**src/shared/eim_pkg.sv**
```systemverilog
// Constants for the mode control of external interrupt sources 10 and 11.
// Assumes a 32-bit AXI4-Lite register bus with an 8-bit byte address.
package eim_pkg;

    // Printed register index; the byte address is four times its low bits.
    localparam logic [31:0] MODE_REG_IDX = 32'hFFFF_E00A;
    localparam logic [7:0]  MODE_ADDR    = 8'h28;
    localparam logic [7:0]  STAT_ADDR    = 8'h2C;
    localparam logic [7:0]  MASK_ADDR    = 8'h30;

    // Each source owns one byte of the mode word.
    localparam int SRC10_LSB = 16;
    localparam int SRC11_LSB = 24;
    localparam int FLD_W     = 6;
    localparam int LVL_LSB   = 0;
    localparam int TRIG_BIT  = 3;
    localparam int SENSE_LSB = 4;

    localparam logic [1:0] SENSE_LOW  = 2'h0;
    localparam logic [1:0] SENSE_HIGH = 2'h1;
    localparam logic [1:0] SENSE_FALL = 2'h2;
    localparam logic [1:0] SENSE_RISE = 2'h3;

    localparam logic [5:0] MODE_RST = 6'h00;
    localparam logic [1:0] STAT_RST = 2'h0;
    localparam logic [1:0] MASK_RST = 2'h0;

    localparam logic [1:0] RESP_OKAY   = 2'h0;
    localparam logic [1:0] RESP_SLVERR = 2'h2;

endpackage

```
**src/design/eim_sync.sv**
```systemverilog
// Two-flop synchroniser for asynchronous pin levels.
// Assumes the pins are plain levels with no timing relation to aclk.
`timescale 1ns/1ps
module eim_sync #(
    parameter int W = 2
) (
    input  wire logic         aclk,
    input  wire logic         aresetn,
    input  wire logic [W-1:0] pin_async,
    output logic      [W-1:0] pin_sync
);
    logic [W-1:0] meta_q;
    logic [W-1:0] sync_q;

    always_ff @(posedge aclk) begin
        if (!aresetn) begin
            meta_q <= '0;
            sync_q <= '0;
        end else begin
            meta_q <= pin_async;
            sync_q <= meta_q;
        end
    end

    assign pin_sync = sync_q;
endmodule

```
**src/design/eim_src_detect.sv**
```systemverilog
// Sensitivity decode and routing of one external interrupt source.
// Assumes a synchronised pin level and static mode fields from the register.
`timescale 1ns/1ps
module eim_src_detect
    import eim_pkg::*;
(
    input  wire logic       aclk,
    input  wire logic       aresetn,
    input  wire logic [1:0] sense,
    input  wire logic       trig_sel,
    input  wire logic [2:0] level,
    input  wire logic       pin_sync,
    output logic            hit,
    output logic            cpu_req,
    output logic [3:0]      dma_req
);
    logic prev_q;
    wire  rise_w = pin_sync & ~prev_q;
    wire  fall_w = ~pin_sync & prev_q;
    // Codes 4 to 7 are not channels, so they never start a transfer.
    wire  chan_ok_w = ~level[2];

    always_ff @(posedge aclk) begin
        if (!aresetn) begin
            prev_q <= 1'b0;
        end else begin
            prev_q <= pin_sync;
        end
    end

    always_comb begin
        unique case (sense)
            SENSE_LOW:  hit = ~pin_sync;
            SENSE_HIGH: hit = pin_sync;
            SENSE_FALL: hit = fall_w;
            SENSE_RISE: hit = rise_w;
        endcase
    end

    assign cpu_req = hit & ~trig_sel & (level != 3'h0);
    assign dma_req = (hit & trig_sel & chan_ok_w) ? (4'h1 << level[1:0]) : 4'h0;
endmodule

```
**src/design/eim_ctrl.sv**
```systemverilog
// Mode control of external interrupt sources 10 and 11 behind AXI4-Lite.
// Assumes a single aclk domain; pins arrive asynchronously and are synchronised.
//
// Functional notes
// Each source decodes its sense field: 00 low level, 01 high level, 10 falling edge, 11 rising edge.
// With trigger-select 0 the 3-bit field is a priority, 000 disabled and 001 to 111 levels 1 to 7.
// With trigger-select 1 the detected event starts a transfer instead of a CPU interrupt; the code still sets its status bit, so irq fires if unmasked.
// In trigger mode the 3-bit field codes 000 to 011 pick transfer channels 0 to 3.
// Software must not write codes 100 to 111 while a source is in trigger mode.
// Source 10 comes from pin five with bits 16 to 23, source 11 from pin six with bits 24 to 31.
// Reset clears all sense, trigger-select and level fields of both sources to zero.
`timescale 1ns/1ps
module eim_ctrl
    import eim_pkg::*;
#(
    parameter int AW = 8
) (
    input  wire logic          aclk,
    input  wire logic          aresetn,
    input  wire logic [AW-1:0] s_axi_awaddr,
    input  wire logic          s_axi_awvalid,
    output logic               s_axi_awready,
    input  wire logic [31:0]   s_axi_wdata,
    input  wire logic [3:0]    s_axi_wstrb,
    input  wire logic          s_axi_wvalid,
    output logic               s_axi_wready,
    output logic [1:0]         s_axi_bresp,
    output logic               s_axi_bvalid,
    input  wire logic          s_axi_bready,
    input  wire logic [AW-1:0] s_axi_araddr,
    input  wire logic          s_axi_arvalid,
    output logic               s_axi_arready,
    output logic [31:0]        s_axi_rdata,
    output logic [1:0]         s_axi_rresp,
    output logic               s_axi_rvalid,
    input  wire logic          s_axi_rready,
    input  wire logic          ext_irq_pin_five,
    input  wire logic          ext_irq_pin_six,
    output logic               src10_cpu_req,
    output logic [2:0]         src10_cpu_prio,
    output logic               src11_cpu_req,
    output logic [2:0]         src11_cpu_prio,
    output logic [3:0]         dma_start,
    output logic               irq
);
    import eim_pkg::*;

    logic [FLD_W-1:0] mode10_q;
    logic [FLD_W-1:0] mode11_q;
    logic [1:0]       stat_q;
    logic [1:0]       mask_q;
    logic             aw_full_q;
    logic [AW-1:0]    aw_addr_q;
    logic             w_full_q;
    logic [31:0]      w_data_q;
    logic [3:0]       w_strb_q;
    logic             bvalid_q;
    logic [1:0]       bresp_q;
    logic             rvalid_q;
    logic [31:0]      rdata_q;
    logic [1:0]       rresp_q;
    logic             cpu10_q;
    logic             cpu11_q;
    logic [3:0]       dma_q;
    logic             irq_q;

    logic [1:0] pin_sync;
    logic       hit10;
    logic       hit11;
    logic       cpu10;
    logic       cpu11;
    logic [3:0] dma10;
    logic [3:0] dma11;

    eim_sync #(
        .W (2)
    ) u_sync (
        .aclk      (aclk),
        .aresetn   (aresetn),
        .pin_async ({ext_irq_pin_six, ext_irq_pin_five}),
        .pin_sync  (pin_sync)
    );

    // Source 10 listens to pin five, source 11 to pin six; see
    eim_src_detect u_src10 (
        .aclk     (aclk),
        .aresetn  (aresetn),
        .sense    (mode10_q[SENSE_LSB +: 2]),
        .trig_sel (mode10_q[TRIG_BIT]),
        .level    (mode10_q[LVL_LSB +: 3]),
        .pin_sync (pin_sync[0]),
        .hit      (hit10),
        .cpu_req  (cpu10),
        .dma_req  (dma10)
    );

    eim_src_detect u_src11 (
        .aclk     (aclk),
        .aresetn  (aresetn),
        .sense    (mode11_q[SENSE_LSB +: 2]),
        .trig_sel (mode11_q[TRIG_BIT]),
        .level    (mode11_q[LVL_LSB +: 3]),
        .pin_sync (pin_sync[1]),
        .hit      (hit11),
        .cpu_req  (cpu11),
        .dma_req  (dma11)
    );

    // Write channel: address and data are held separately, so either may come first.
    wire take_aw  = s_axi_awvalid & ~aw_full_q;
    wire take_w   = s_axi_wvalid & ~w_full_q;
    wire do_write = aw_full_q & w_full_q & ~bvalid_q;
    wire wr_mode  = aw_addr_q[AW-1:2] == MODE_ADDR[AW-1:2];
    wire wr_stat  = aw_addr_q[AW-1:2] == STAT_ADDR[AW-1:2];
    wire wr_mask  = aw_addr_q[AW-1:2] == MASK_ADDR[AW-1:2];
    wire wr_hit   = wr_mode | wr_stat | wr_mask;
    // Bits 22, 23, 30 and 31 are reserved and are not stored; see
    wire wr_m10   = do_write & wr_mode & w_strb_q[2];
    wire wr_m11   = do_write & wr_mode & w_strb_q[3];
    wire wr_st    = do_write & wr_stat & w_strb_q[0];
    wire wr_mk    = do_write & wr_mask & w_strb_q[0];

    // Events only count when the source is routed somewhere; see and
    wire [1:0] ev_w  = {cpu11 | (|dma11), cpu10 | (|dma10)};
    // A new event wins over a write-one clear in the same cycle.
    wire [1:0] clr_w = wr_st ? w_data_q[1:0] : 2'h0;
    wire [1:0] stat_d = (stat_q & ~clr_w) | ev_w;
    // The interrupt uses the mask as written at the same edge, so a mask change never lags a cycle.
    wire [1:0] mask_d = wr_mk ? w_data_q[1:0] : mask_q;

    wire take_ar = s_axi_arvalid & ~rvalid_q;
    wire rd_mode = s_axi_araddr[AW-1:2] == MODE_ADDR[AW-1:2];
    wire rd_stat = s_axi_araddr[AW-1:2] == STAT_ADDR[AW-1:2];
    wire rd_mask = s_axi_araddr[AW-1:2] == MASK_ADDR[AW-1:2];
    wire rd_hit  = rd_mode | rd_stat | rd_mask;
    wire [31:0] mode_word = {2'h0, mode11_q, 2'h0, mode10_q, 16'h0000};
    wire [31:0] rd_mux = rd_mode ? mode_word :
                         rd_stat ? {30'h0, stat_q} :
                         rd_mask ? {30'h0, mask_q} : 32'h0000_0000;

    always_ff @(posedge aclk) begin
        if (!aresetn) begin
            aw_full_q <= 1'b0;
            aw_addr_q <= '0;
        end else if (take_aw) begin
            aw_full_q <= 1'b1;
            aw_addr_q <= s_axi_awaddr;
        end else if (do_write) begin
            aw_full_q <= 1'b0;
        end
    end

    always_ff @(posedge aclk) begin
        if (!aresetn) begin
            w_full_q <= 1'b0;
            w_data_q <= 32'h0000_0000;
            w_strb_q <= 4'h0;
        end else if (take_w) begin
            w_full_q <= 1'b1;
            w_data_q <= s_axi_wdata;
            w_strb_q <= s_axi_wstrb;
        end else if (do_write) begin
            w_full_q <= 1'b0;
        end
    end

    always_ff @(posedge aclk) begin
        if (!aresetn) begin
            bvalid_q <= 1'b0;
            bresp_q  <= RESP_OKAY;
        end else if (do_write) begin
            bvalid_q <= 1'b1;
            bresp_q  <= wr_hit ? RESP_OKAY : RESP_SLVERR;
        end else if (s_axi_bready) begin
            bvalid_q <= 1'b0;
        end
    end

    // Software is trusted not to set channel codes 4 to 7 in trigger mode; see
    always_ff @(posedge aclk) begin
        if (!aresetn) begin
            mode10_q <= MODE_RST;
            mode11_q <= MODE_RST;
        end else begin
            if (wr_m10) begin
                mode10_q <= w_data_q[SRC10_LSB +: FLD_W];
            end
            if (wr_m11) begin
                mode11_q <= w_data_q[SRC11_LSB +: FLD_W];
            end
        end
    end

    always_ff @(posedge aclk) begin
        if (!aresetn) begin
            stat_q <= STAT_RST;
            mask_q <= MASK_RST;
        end else begin
            stat_q <= stat_d;
            mask_q <= mask_d;
        end
    end

    always_ff @(posedge aclk) begin
        if (!aresetn) begin
            rvalid_q <= 1'b0;
            rdata_q  <= 32'h0000_0000;
            rresp_q  <= RESP_OKAY;
        end else if (take_ar) begin
            rvalid_q <= 1'b1;
            rdata_q  <= rd_mux;
            rresp_q  <= rd_hit ? RESP_OKAY : RESP_SLVERR;
        end else if (s_axi_rready) begin
            rvalid_q <= 1'b0;
        end
    end

    always_ff @(posedge aclk) begin
        if (!aresetn) begin
            cpu10_q <= 1'b0;
            cpu11_q <= 1'b0;
            dma_q   <= 4'h0;
            irq_q   <= 1'b0;
        end else begin
            cpu10_q <= cpu10;
            cpu11_q <= cpu11;
            dma_q   <= dma10 | dma11;
            irq_q   <= |(stat_d & mask_d);
        end
    end

    assign s_axi_awready  = ~aw_full_q;
    assign s_axi_wready   = ~w_full_q;
    assign s_axi_bvalid   = bvalid_q;
    assign s_axi_bresp    = bresp_q;
    assign s_axi_arready  = ~rvalid_q;
    assign s_axi_rvalid   = rvalid_q;
    assign s_axi_rdata    = rdata_q;
    assign s_axi_rresp    = rresp_q;
    assign src10_cpu_req  = cpu10_q;
    assign src11_cpu_req  = cpu11_q;
    assign src10_cpu_prio = mode10_q[LVL_LSB +: 3];
    assign src11_cpu_prio = mode11_q[LVL_LSB +: 3];
    assign dma_start      = dma_q;
    assign irq            = irq_q;

    AST_RESET_CLEAR: assert property (@(posedge aclk) disable iff (!aresetn)
        $rose(aresetn) |-> (mode10_q == 6'h00 && mode11_q == 6'h00 && !src10_cpu_req))
        else $error("Mode fields not cleared by reset.");

    AST_LEVEL_SENSE: assert property (@(posedge aclk) disable iff (!aresetn)
        (mode10_q[3:0] != 4'h0 && mode10_q[3] == 1'b0 &&
         ((mode10_q[5:4] == 2'h0 && !pin_sync[0]) || (mode10_q[5:4] == 2'h1 && pin_sync[0])))
        |=> src10_cpu_req)
        else $error("Level sensitive source 10 did not request.");

    AST_EDGE_SENSE: assert property (@(posedge aclk) disable iff (!aresetn)
        (mode11_q[5:4] == 2'h3 && $stable(mode11_q) && !pin_sync[1]) ##1 pin_sync[1]
        |-> (hit11 ##1 !hit11 || !pin_sync[1]))
        else $error("Rising edge on source 11 not seen exactly once.");

    AST_DISABLED: assert property (@(posedge aclk) disable iff (!aresetn)
        (mode10_q[3:0] == 4'h0) [*2] |-> !src10_cpu_req)
        else $error("Disabled source 10 raised a CPU request.");

    AST_TRIG_NO_CPU: assert property (@(posedge aclk) disable iff (!aresetn)
        (mode11_q[3] && $past(mode11_q[3])) |-> !src11_cpu_req)
        else $error("Source 11 in trigger mode raised a CPU request.");

    AST_DMA_CHANNEL: assert property (@(posedge aclk) disable iff (!aresetn)
        (hit10 && mode10_q[3] && !mode10_q[2]) |=> dma_start[$past(mode10_q[1:0])])
        else $error("Transfer start not on the selected channel.");

    AST_SRC11_FIELD: assert property (@(posedge aclk) disable iff (!aresetn)
        wr_m11 |=> (mode11_q == $past(w_data_q[29:24])))
        else $error("Source 11 field not taken from bits 24 to 29.");

    AST_IRQ_OUT: assert property (@(posedge aclk) disable iff (!aresetn)
        irq == ((stat_q & mask_q) != 2'h0))
        else $error("Interrupt does not follow the unmasked status bits.");
endmodule

```
**config.mk**
```make
export PLATFORM = sky130hd
export DESIGN_NAME = eim_ctrl
export DESIGN_NICKNAME = d
export VERILOG_FILES = /design/src/shared/eim_pkg.sv /design/src/design/eim_sync.sv /design/src/design/eim_src_detect.sv /design/src/design/eim_ctrl.sv
export SDC_FILE = /design/constraint.sdc
export NUM_CORES = 1
export LEC_CHECK = 0
export BUFFER_PORTS_ARGS = -buffer_cell sky130_fd_sc_hd__buf_2
export CAP_MARGIN = 20
export CORE_UTILIZATION = 45
export DETAILED_ROUTE_END_ITERATION = 6
export PLACE_DENSITY = 0.74
export RECOVER_POWER = 50
export REMOVE_ABC_BUFFERS = 1
export SLEW_MARGIN = 0
export SYNTH_ARGS = -nofsm -noshare
export SYNTH_HDL_FRONTEND = slang
export SYNTH_SLANG_ARGS = --single-unit
```
**constraint.sdc**
```tcl
create_clock -name aclk -period 1.95 [get_ports aclk]
set_input_delay 0.2925 -clock aclk [delete_from_list [all_inputs] [get_ports aclk]]
set_output_delay 0.2925 -clock aclk [all_outputs]
set_load 0.005 [all_outputs]
```
==> results.cfg <==
[sta]
max_slew_margin_pct = 47.62
setup_viol = 0
slew_violations = 0
postLayoutSetupSlackWorst_ps = 361.7
grt_setup_unrepaired = no
hold_viol_final = 0
min_period_over_period_pct = 81.45
skew_ps = 12.13
tightest_slew_ps = 785.8
finalCriticalPeriod_ps = 1588
clock.fmax_mhz = 629.6
finalSetupTns_ps = 0

[placed_design]
place.gp.congestion = 0.7651
dp_hpwl_mm = 4.293
portBuffers = 71
dp.cells = 466
dpl_worst_slack_ps = 362.7

[logic_synthesis]
synth.most_common_cell = dfxtp_1
synth-xor-area-share_pct = 0
synth-seq-area-share_pct = 47.64
synth_flop_cell = dfxtp_1
syn_inst = 333
yosysWarnings = 0
async_flop_share_pct = 0
synth_top_family_by_area = simple AND/OR/NAND/NOR gates
yosys-top-cells-area = dfxtp_1 (48%), nand2_1 (8.2%), mux2i_1 (6.6%), buf_4 (6.5%), nor2b_1 (5.8%)
netlist.top_cell.by_area = dfxtp_1
synth-simple-area-share_pct = 23.37
synthAdderAreaFrac_pct = 0
synthTopCellsByCount = dfxtp_1 (72), nand2_1 (66), nor2b_1 (28)
yosysUniqueCellTypes = 40
avgSynthCellArea_um2 = 9.085
synth_top_area_share_pct = 47.64
synth_edf_count = 0
synth_compound_area_share_pct = 12.86
synth-seq-cells = 72
syn_area_um2 = 3025
synth_mux_area_share_pct = 6.617

[detailed_routing]
ant_nets = 0
routed_wl_mm = 5.866
drt_iter0_drc = 79
drtPass1Iterations = 7
viasPerCell = 4.909
via_count = 2366
routedWlPerCell_um = 12.17
drcViolationCount = 16

[critical_path]
end_kind = register
critPathRequiredTime_ps = 2170
worstPathArrival_ps = 1810
ff2ff_setup_slack_ps = 360
crit_type = reg -> reg
start_kind = register
crit_fanout = 5

[cells_and_area]
diodes = 0
drive_gt1_share_pct = 21.73
area_growth_syn_to_layout_pct = 16.13
final-instance-count-excl-fill = 482
layout.nets = 461

[clock_tree]
cts_root_buf = clkbuf_8
cts_buffers = 9
post_cts_buffers = 0
clock-sinks = 72
clkSlewWorstSetupHoldPaths_ps = 70
htreeDepth = 3
cts_tree = yes
clk_latency_ps = 350
clock_path_buffers = 2
cts_hold_buffers = 0
cts-resized-gates = 0

[grt]
grt_usage_pct = 18.02
use_met2_pct = 28.09
grt_util_met1_pct = 22.35
met3_usage_pct = 4.748
antenna_found_initial = 0
grt_overflow = 0
grt.busiest_layer = met2
grt_pass1_wl_mm = 9.867
grt_pass1_vias = 2172
grt_max_degree = 25

[power]
power_density_nw_per_um2 = 824.0
p_leak_nw = 1.612
max-vdd-ir-drop_mv = 0.4353

[flow_run]
maxCapViolCount = 0

[status]
status = finished, violations left
violations = DRC

[die]
core_um2 = 6422
initial_core_util_pct = 47.11
die_w_um = 84.00
die_area_um2 = 7055
die_h_um = 84.00
fp-row-count = 29
ios = 115

[hold_path]
hp-class = in -> reg
## per-stage QoR
| step | total power (W) | cell area, um^2 | hold slack, ps | util [%] |
|---|---|---|---|---|
| 2_1_floorplan | 0.001684 | 2839 | 408.3 | - |
| 3_3_place_gp | 0.001783 | 3336 | 420.5 | 51.94 |
| 3_5_place_dp | 0.001790 | 3336 | 417.7 | 51.94 |
| 4_1_cts | 0.002941 | 3532 | 135.7 | 55.00 |
| 5_1_grt | 0.003037 | 3513 | 142.0 | 54.70 |
| 6_report | 0.002895 | 3513 | 154.0 | 54.70 |
## final cells by class
type                       instances  area [um^2]
timing repair buffer              77        381.6
inverter                           7        26.28
clock buffer                      10        137.6
multi-input combinational        233         1371
clock inverter                     6        58.81
sequential                        72         1441
tap                               77        96.34
fill                             640         2909
## cell usage in the layout, fill, tap and decap left out, types with 4 or more instances in the layout
cell type  instances
clkbuf_1           9
nor2b_1           28
dfxtp_1           72
a21boi_0          21
and2_1             4
clkinv_2           4
nand3_1            5
clkbuf_8          10
nand2_1           66
a21oi_1           14
inv_1              7
nor2_1            11
o21ai_0            5
nand3b_1           4
conb_1            20
mux2i_1           20
buf_2             65
## cells by family (layout without fill, tap and decap cells)
kind of cell | count (synthesis) | after routing
flops | 72 | 72
compound gates | 57 | 57
simple gates | 136 | 136
mux | 20 | 20
other cells | 1 | 20
buf+inv | 47 | 100
## worst max-delay path: stages, from the launching register on
cell and delay [ps]:
dfxtp_1 340, nor3b_2 240, and3b_1 380, nand4_1 150, a32oi_1 250, o2bb2ai_1 100
## final timing paths
| check | start | to | cells after the start |
|---|---|---|---|
| max | aw_addr_q[5] | irq | 5 |
| min | ext_irq_pin_six | u_sync.meta_q[1] | 2 |
| min reg2reg | u_sync.meta_q[0] | u_sync.pin_sync[0] | 1 |
| max reg2reg | aw_addr_q[5] | irq | 5 |
## power breakdown
part           total [W]  switching, W  internal, W  leakage, nW
combinational   0.000208      0.000116    0.0000925        0.920
sequential       0.00154     0.0000294      0.00151        0.586
clock            0.00114      0.000526     0.000618        0.106
## flip-flops by register name, indices dropped and copies added (netlist names), 2 cells and up
register / count
s_axi_rdata: 14
w_data_q: 14
aw_addr_q: 6
mode10_q: 6
mode11_q: 6
dma_start: 4
w_strb_q: 3
mask_q: 2
stat_q: 2
u_sync.meta_q: 2
u_sync.pin_sync: 2
## routing by layer
layer | up-vias | wire length (um) | share of wire (%)
met5 | - | 0 | 0
met4 | 0 | 169 | 2.9
met3 | 14 | 308 | 5.3
met2 | 83 | 2715 | 46
met1 | 1073 | 2672 | 46
li1 | 1196 | - | -
(Power assumes the default switching activity.)
